`config.mk`:
```
export PLATFORM = sky130hd
export DESIGN_NAME = rsb_rx_segment_bus
export DESIGN_NICKNAME = d
export VERILOG_FILES = /design/src/rsb_pkg.sv /design/src/rsb_fifo.sv /design/src/rsb_rx_segment_bus.sv
export VERILOG_INCLUDE_DIRS = /design/src
export SDC_FILE = /design/constraint.sdc
export NUM_CORES = 2
export LEC_CHECK = 0
export BUFFER_PORTS_ARGS = -buffer_cell sky130_fd_sc_hd__buf_4
export CORE_MARGIN = 4
export CORE_UTILIZATION = 55
export CTS_CLUSTER_SIZE = 10
export DETAILED_ROUTE_END_ITERATION = 7
export GPL_ROUTABILITY_DRIVEN = 0
export PLACE_DENSITY = 0.83
export SYNTH_ARGS = -nofsm -noshare
export SYNTH_HDL_FRONTEND = slang
export SYNTH_SLANG_ARGS = --single-unit
export TNS_END_PERCENT = 30
```
`constraint.sdc`:
```
create_clock -name clock_i -period 29.4 [get_ports clock_i]
set_clock_uncertainty 0.2 [all_clocks]
set_input_delay 1.47 -clock clock_i [delete_from_list [all_inputs] [get_ports clock_i]]
set_output_delay 1.47 -clock clock_i [all_outputs]
set_load 0.1 [all_outputs]
```
`src/rsb_consts.svh`:
```
// constants of the receive segmented user bus: sizes and reset values
// assumes inclusion by the package and the design modules only
`ifndef RSB_CONSTS_SVH
`define RSB_CONSTS_SVH

`define RSB_SEGS          4
`define RSB_WORD_W        128
`define RSB_EMPTY_W       4
`define RSB_EMPTY_LOW_W   3
`define RSB_FIFO_DEPTH    8
`define RSB_SLOT_W        2
`define RSB_SLOT_LAST     2'h3
`define RSB_SLOT_RST      2'h0

`endif

```
`src/rsb_pkg.sv`:
```
// types shared by the receive segmented user bus modules
// assumes rsb_consts.svh is on the include path
`default_nettype none
`include "rsb_consts.svh"

package rsb_pkg;
    typedef logic [`RSB_WORD_W-1:0]                 rsb_word_t;
    typedef logic [`RSB_EMPTY_W-1:0]                rsb_empty_t;
    typedef logic [`RSB_SLOT_W-1:0]                 rsb_slot_t;
    typedef logic [`RSB_SEGS-1:0]                   rsb_segmask_t;
    typedef logic [`RSB_SEGS-1:0][`RSB_WORD_W-1:0]  rsb_segword_t;
    typedef logic [`RSB_SEGS-1:0][`RSB_EMPTY_W-1:0] rsb_segempty_t;
endpackage : rsb_pkg

`default_nettype wire

```
`src/rsb_fifo.sv`:
```
// small first-in first-out buffer with a registered read stage
// assumes one clock, asynchronous active-low reset, valid/ready on both sides
`default_nettype none
`include "rsb_consts.svh"

module rsb_fifo #(
    parameter int WIDTH = 8,
    parameter int DEPTH = `RSB_FIFO_DEPTH
) (
    input  wire logic             clock_i,   // core clock
    input  wire logic             rst_n_i,   // async reset, active low
    input  wire logic             wr_valid_i, // word offered
    output logic                  wr_ready_o, // room in storage
    input  wire logic [WIDTH-1:0] wr_data_i, // word to store
    output logic                  rd_valid_o, // read stage holds a word
    input  wire logic             rd_ready_i, // drain takes the word
    output logic      [WIDTH-1:0] rd_data_o  // registered read word
);
    localparam int AW = (DEPTH > 1) ? $clog2(DEPTH) : 1;
    localparam int CW = $clog2(DEPTH + 1);

    logic [WIDTH-1:0] mem_q [DEPTH];
    logic [AW-1:0]    wr_ptr_q, wr_ptr_d, rd_ptr_q, rd_ptr_d;
    logic [CW-1:0]    cnt_q, cnt_d;
    logic             room_q, room_d;
    logic             rv_q, rv_d;
    logic [WIDTH-1:0] rd_q, rd_d;
    logic             push, move;

    // ----------------------------------------------------------------
    // next state
    // ----------------------------------------------------------------
    always_comb begin
        push     = wr_valid_i && room_q;
        move     = (cnt_q != '0) && (!rv_q || rd_ready_i);
        wr_ptr_d = wr_ptr_q;
        rd_ptr_d = rd_ptr_q;
        cnt_d    = cnt_q;
        rv_d     = rv_q;
        rd_d     = rd_q;
        if (rv_q && rd_ready_i) begin
            rv_d = 1'b0;
        end
        if (push) begin
            wr_ptr_d = (wr_ptr_q == AW'(DEPTH - 1)) ? '0 : wr_ptr_q + 1'b1;
        end
        if (move) begin
            rd_d     = mem_q[rd_ptr_q];
            rv_d     = 1'b1;
            rd_ptr_d = (rd_ptr_q == AW'(DEPTH - 1)) ? '0 : rd_ptr_q + 1'b1;
        end
        cnt_d  = cnt_q + CW'(push) - CW'(move);
        room_d = (cnt_d != CW'(DEPTH));
    end

    // ----------------------------------------------------------------
    // registers
    // ----------------------------------------------------------------
    always_ff @(posedge clock_i or negedge rst_n_i) begin
        if (!rst_n_i) begin
            wr_ptr_q <= '0;
            rd_ptr_q <= '0;
            cnt_q    <= '0;
            // closed in reset and the first cycle after it, so ready is a plain flop
            room_q   <= 1'b0;
            rv_q     <= 1'b0;
            rd_q     <= '0;
        end else begin
            wr_ptr_q <= wr_ptr_d;
            rd_ptr_q <= rd_ptr_d;
            cnt_q    <= cnt_d;
            room_q   <= room_d;
            rv_q     <= rv_d;
            rd_q     <= rd_d;
        end
    end

    // storage needs no reset; it is only read once written
    always_ff @(posedge clock_i) begin
        if (push) begin
            mem_q[wr_ptr_q] <= wr_data_i;
        end
    end

    assign wr_ready_o = room_q;
    assign rd_valid_o = rv_q;
    assign rd_data_o  = rd_q;
endmodule : rsb_fifo

`default_nettype wire

```
`src/rsb_rx_segment_bus.sv`:
```
// receive side of the segmented user bus: packs words into four segments
// assumes one word per cycle from the receive path, first/last marked
//
// Summary of operation
// packet data leaves on four segments numbered 0 to 3, each a 128-bit word per cycle.
// a segment word counts only in cycles where that segment's valid is 1.
// a segment's valid qualifies its first, last, bad and empty-count outputs.
// first is 1 on a valid segment that carries the first word of a packet.
// last is 1 on a valid segment that carries the final word of a packet.
// each segment has its own valid; the valid segments in a cycle are a run starting at segment 0.
// bad, when 1 on a valid last segment, marks the ending packet as erroneous.
// a 4-bit empty-byte count per segment is given for the final transfer of a packet.
// with bad and valid both 1, the low three bits of the empty count are zero.
// within a cycle words fill segments from zero upward in consecutive order.
`default_nettype none
`include "rsb_consts.svh"

module rsb_rx_segment_bus #(
    parameter int SEGS  = `RSB_SEGS,
    parameter int DEPTH = `RSB_FIFO_DEPTH
) (
    input  wire logic                    clock_i,                // core clock, 125 MHz
    input  wire logic                    rst_n_i,                // async reset, active low
    input  wire logic                    in_valid_i,             // receive word offered
    output logic                         in_ready_o,             // buffer has room
    input  wire rsb_pkg::rsb_word_t      in_word_i,              // received word
    input  wire logic                    in_first_i,             // word opens a packet
    input  wire logic                    in_last_i,              // word closes a packet
    input  wire logic                    in_bad_i,               // packet in error
    input  wire rsb_pkg::rsb_empty_t     in_empty_bytes_i,       // empty bytes of last word
    input  wire logic                    drain_enable_i,         // 0 stalls the output side
    output rsb_pkg::rsb_segmask_t        rx_segment_valid_o,     // per-segment valid
    output rsb_pkg::rsb_segword_t        rx_segment_word_o,      // per-segment data
    output rsb_pkg::rsb_segmask_t        rx_segment_first_o,     // per-segment start
    output rsb_pkg::rsb_segmask_t        rx_segment_last_o,      // per-segment end
    output rsb_pkg::rsb_segmask_t        rx_segment_bad_o,       // per-segment error
    output rsb_pkg::rsb_segempty_t       rx_segment_empty_bytes_o // per-segment empty count
);
    import rsb_pkg::*;

    localparam int EW = `RSB_EMPTY_W;
    localparam int LW = `RSB_EMPTY_LOW_W;
    localparam int FW = `RSB_WORD_W + 3 + EW;

    // ----------------------------------------------------------------
    // input buffer
    // ----------------------------------------------------------------
    logic          f_valid;
    logic          f_ready;
    logic [FW-1:0] f_data;
    logic [FW-1:0] in_pack;
    logic          ready_raw;

    assign in_pack = {in_word_i, in_first_i, in_last_i, in_bad_i, in_empty_bytes_i};

    rsb_fifo #(
        .WIDTH (FW),
        .DEPTH (DEPTH)
    ) u_fifo (
        .clock_i    (clock_i),
        .rst_n_i    (rst_n_i),
        .wr_valid_i (in_valid_i),
        .wr_ready_o (ready_raw),
        .wr_data_i  (in_pack),
        .rd_valid_o (f_valid),
        .rd_ready_i (f_ready),
        .rd_data_o  (f_data)
    );

    // fifo ready is itself a flop and also gates the push, so the two never disagree
    assign in_ready_o = ready_raw;

    // ----------------------------------------------------------------
    // unpack popped word
    // ----------------------------------------------------------------
    rsb_word_t  p_word;
    logic       p_first;
    logic       p_last;
    logic       p_bad;
    rsb_empty_t p_empty;
    logic       pop;

    assign {p_word, p_first, p_last, p_bad, p_empty} = f_data;
    assign f_ready = drain_enable_i;
    assign pop     = f_valid && drain_enable_i;

    // ----------------------------------------------------------------
    // segment packer
    // ----------------------------------------------------------------
    rsb_segword_t  acc_word_q, acc_word_d;
    rsb_segmask_t  acc_first_q, acc_first_d;
    rsb_segmask_t  acc_last_q, acc_last_d;
    rsb_segmask_t  acc_bad_q, acc_bad_d;
    rsb_segempty_t acc_empty_q, acc_empty_d;
    rsb_slot_t     slot_q, slot_d;

    rsb_segmask_t  valid_q, valid_d;
    rsb_segword_t  word_q, word_d;
    rsb_segmask_t  first_q, first_d;
    rsb_segmask_t  last_q, last_d;
    rsb_segmask_t  bad_q, bad_d;
    rsb_segempty_t empty_q, empty_d;

    // a word is held until its cycle is complete: four slots filled or the
    // packet ended; a partial packet waits for more input with no timeout
    always_comb begin
        acc_word_d  = acc_word_q;
        acc_first_d = acc_first_q;
        acc_last_d  = acc_last_q;
        acc_bad_d   = acc_bad_q;
        acc_empty_d = acc_empty_q;
        slot_d      = slot_q;
        valid_d     = '0;
        word_d      = word_q;
        first_d     = '0;
        last_d      = '0;
        bad_d       = '0;
        empty_d     = '0;
        if (pop) begin
            acc_word_d[slot_q]  = p_word;
            acc_first_d[slot_q] = p_first;
            acc_last_d[slot_q]  = p_last;
            acc_bad_d[slot_q]   = p_bad && p_last;
            acc_empty_d[slot_q] = p_empty;
            if (p_last || slot_q == `RSB_SLOT_LAST) begin
                for (int i = 0; i < SEGS; i++) begin
                    if (i <= int'(slot_q)) begin
                        valid_d[i] = 1'b1;
                        word_d[i]  = acc_word_d[i];
                        first_d[i] = acc_first_d[i];
                        last_d[i]  = acc_last_d[i];
                        bad_d[i]   = acc_bad_d[i];
                        if (acc_last_d[i]) begin
                            empty_d[i] = acc_empty_d[i];
                            if (acc_bad_d[i]) begin
                                empty_d[i][LW-1:0] = '0;
                            end
                        end
                    end
                end
                slot_d = `RSB_SLOT_RST;
            end else begin
                slot_d = slot_q + 1'b1;
            end
        end
    end

    always_ff @(posedge clock_i or negedge rst_n_i) begin
        if (!rst_n_i) begin
            acc_word_q  <= '0;
            acc_first_q <= '0;
            acc_last_q  <= '0;
            acc_bad_q   <= '0;
            acc_empty_q <= '0;
            slot_q      <= `RSB_SLOT_RST;
            valid_q     <= '0;
            word_q      <= '0;
            first_q     <= '0;
            last_q      <= '0;
            bad_q       <= '0;
            empty_q     <= '0;
        end else begin
            acc_word_q  <= acc_word_d;
            acc_first_q <= acc_first_d;
            acc_last_q  <= acc_last_d;
            acc_bad_q   <= acc_bad_d;
            acc_empty_q <= acc_empty_d;
            slot_q      <= slot_d;
            valid_q     <= valid_d;
            word_q      <= word_d;
            first_q     <= first_d;
            last_q      <= last_d;
            bad_q       <= bad_d;
            empty_q     <= empty_d;
        end
    end

    // ----------------------------------------------------------------
    // outputs
    // ----------------------------------------------------------------
    assign rx_segment_valid_o       = valid_q;
    assign rx_segment_word_o        = word_q;
    assign rx_segment_first_o       = first_q;
    assign rx_segment_last_o        = last_q;
    assign rx_segment_bad_o         = bad_q;
    assign rx_segment_empty_bytes_o = empty_q;
endmodule : rsb_rx_segment_bus

`default_nettype wire

```
==> summary.md <==
| Metric | Value |
|---|---|
| Setup violators final | `0` |
| Fillers | `11300` |
| CP endpoint kind | `flip-flop` |
| Post-Layout Cell Count | `9378` |
| Status | `completed` |
| Drt pass-1 iters | `5` |
| Unique masters post-synth | `38` |
| Fin area | `105000 sq um` |
| Simple-gate share of the synthesized area | `5.94%` |
| Post-CTS setup buffers | `0` |
| RSZ-0062 raised after global routing | `false` |
| Drt drc | `0` |
| Slew Limit Fails | `0` |
| WL/cell | `26.8 um` |
| Worst slew margin | `15.5%` |
| Vias | `56500` |
| CTS H-tree depth | `5` |
| Core area | `165000 sq um` |
| Starting Density | `about 55%` |
| Cells on Worst Hold Path | `2` |
| Most frequent cells in the layout | `dfrtp_1, edfxtp_1, mux2i_1` |
| Hold/Removal Path Class | `flip-flop to flip-flop` |
| Syn Nets | `6671` |
| CP arrival | `5260 ps` |
| Syn Std Cell Area | `91700 sq um` |
| Register area share after synthesis | `around 69%` |
| GR Util All Layers | `28.5%` |
| Post-route ant nets | `0` |
| Cts bufs inserted | `around 280` |
| Root Buffer | `clkbuf_16` |
| Average size of a mapped cell | `14.1 sq um` |
| Fin crit share | `between 10% and 20%` |
| Fin crit period | `4710 ps` |
| Drt total wl | `252000 um` |
| Vias in the first global route | `57100` |
| Share of cells above drive strength 1 | `20.8%` |
| CP required | `29950 ps` |
| Crit Path Class | `flip-flop to flip-flop` |
| Die Area | `~170000 sq um` |
| Initial antenna violation count | `59` |
| Register bit total from synthesis | `about 2300` |
| CP startpoint kind | `flip-flop` |
| CTS tree | `done` |
| Main combinational cell family by area after synthesis | `multiplexers` |
| Clk sinks | `2306` |
| Cell Area, Placed | `97500 sq um` |
| PortBufs | `683` |
| Max Cap Violations | `0` |
| P&R area growth vs syn | `14.9%` |
| Multi-input logic area | `25800 sq um` |
| R2R cell count | `6` |
| Placed insts | `8936` |
| Iter 0 DRT Violations | `~6200` |
| Hold Vio Cnt, Final | `0` |
| Syn. warnings | `0` |
| Total grt overflow | `0` |
| Flip-flop and latch area | `63100 sq um` |
| PostCTS Resize Cnt | `0` |
| Post-synthesis mux area share | `16.6%` |
| Die W | `416 um` |
| Vias/cell | `approximately 6.0` |
| Setup TNS | `0 ps` |
| # nets final | `7183` |
| EDFF count, synth | `1080` |
| Worst Tran Pin Value | `1270 ps` |
| DP HPWL | `155000 um` |
| Synth Area in Compound Gates | `5.11%` |
| Max Fclk | `212 MHz` |
| Clock Pin Slew Worst Setup and Hold Paths | `60 ps` |
| Async S/R FF share, synth | `53.2%` |
| CTS max path bufs | `4` |
| Adder-cell share of the synthesized area | `0.199%` |
| Hold buffers post-CTS | `0` |
| Ports | `684` |
| First-pass GRT wire length | `369000 um` |
| Die height | `416 um` |
| Commonest non-fill, non-tap cell in the layout | `dfrtp_1` |
| Largest net degree at the start of global routing | `193` |
| Crit path max fanout | `68` |
| Worst-Skew Late Latency | `910 ps` |
| Synth Area in XOR/XNOR | `0.0191%` |
| Cell row count | `149` |
| Post-Syn Instances | `6518` |
| Post-synth top flop | `dfrtp_1` |
[final timing paths]
kind / startpoint / to / slack (ps)
worst max-delay path: slot_q[1]$_DFFE_PN0P_ / acc_word_q[39]$_DFFE_PN0P_ / 24690
worst min-delay path: acc_word_q[463]$_DFFE_PN0P_ / acc_word_q[463]$_DFFE_PN0P_ / 270
worst max register to register: slot_q[1]$_DFFE_PN0P_ / acc_word_q[39]$_DFFE_PN0P_ / 24690
worst min register to register: acc_word_q[463]$_DFFE_PN0P_ / acc_word_q[463]$_DFFE_PN0P_ / 270
max in group asynchronous: rst_n_i / rx_segment_word_o[245]$_DFFE_PN0P_ / 25260
min in group asynchronous: rst_n_i / u_fifo.rd_data_o[7]$_DFFE_PN0P_ / 390
[Yosys cell counts (all sizes together), types with 13 or more instances]
cell type | instances | area [sq um]
dfrtp | 1226 | 30700
inv | 15 | 56.3
ha | 13 | 163
buf | 377 | 2360
a21oi | 129 | 646
nand3 | 137 | 691
mux2i | 1072 | 10700
o21ai | 391 | 1960
nand2 | 1059 | 3980
edfxtp | 1080 | 32400
mux2 | 403 | 4540
nor2 | 150 | 563
a22oi | 270 | 2030
clkbuf | 152 | 577
[layout make-up]
| class | instances | area share, % |
|---|---|---|
| Antenna cell | 46 | 0.109 |
| Clock buffer | 392 | 7.24 |
| Clock inverter | 4 | 0.0606 |
| Inverter | 15 | 0.0653 |
| Multi-Input combinational cell | 3668 | 24.5 |
| Sequential cell | 2306 | 59.9 |
| Tap cell | 2189 | 2.60 |
| Timing Repair Buffer | 758 | 5.51 |
[kinds of logic (layout without fill, tap and decap cells)]
group / Yosys count / count (layout)
other cells: 0 / 46
simple gates: 1382 / 1382
buf+inv: 544 / 1169
compound gates: 795 / 795
fa+ha+maj: 14 / 14
mux: 1475 / 1475
xor+xnor: 2 / 2
flops: 2306 / 2306
[stage by stage]
stage / util [%] / hold slack, ps / worst slack (ps)
floorplan: - / 244 / 13750
global placement: 59.0 / 257 / 24390
detailed placement: 59.0 / 263 / 24350
CTS: 63.6 / 275 / 24670
global route: 63.7 / 289 / 24550
finish: 63.7 / 272 / 24690
[worst max-delay path, cell delays in order, from the launching register on]
cell and delay (ps):
dfrtp_1 510, inv_1 220, ha_4 830, buf_4 880, nand2_8 660, buf_4 660
mux2_2 430
[routing by layer]
layer | wire (um) | vias up | global-route usage [%]
met5 | 62 | - | 0
met4 | 18500 | 10 | 19.8
met3 | 18800 | 673 | 5.91
met2 | 116000 | 2670 | 42.9
met1 | 98100 | 28900 | 37.3
li1 | - | 24300 | -
[flip-flops by register name, summed over array words and instances (netlist names), 4 cells and up]
signal and cells:
rx_segment_first_o 4, rx_segment_bad_o 4, rx_segment_empty_bytes_o 16, rx_segment_word_o 512, u_fifo.mem_q 1080, rx_segment_last_o 4
u_fifo.rd_data_o 135, rx_segment_valid_o 4, acc_empty_q 12, acc_word_q 512, u_fifo.cnt_q 4
Power is left out: the tool's default activity adds up to more than one toggle a clock period on the data nets, which glitch-free logic cannot reach.
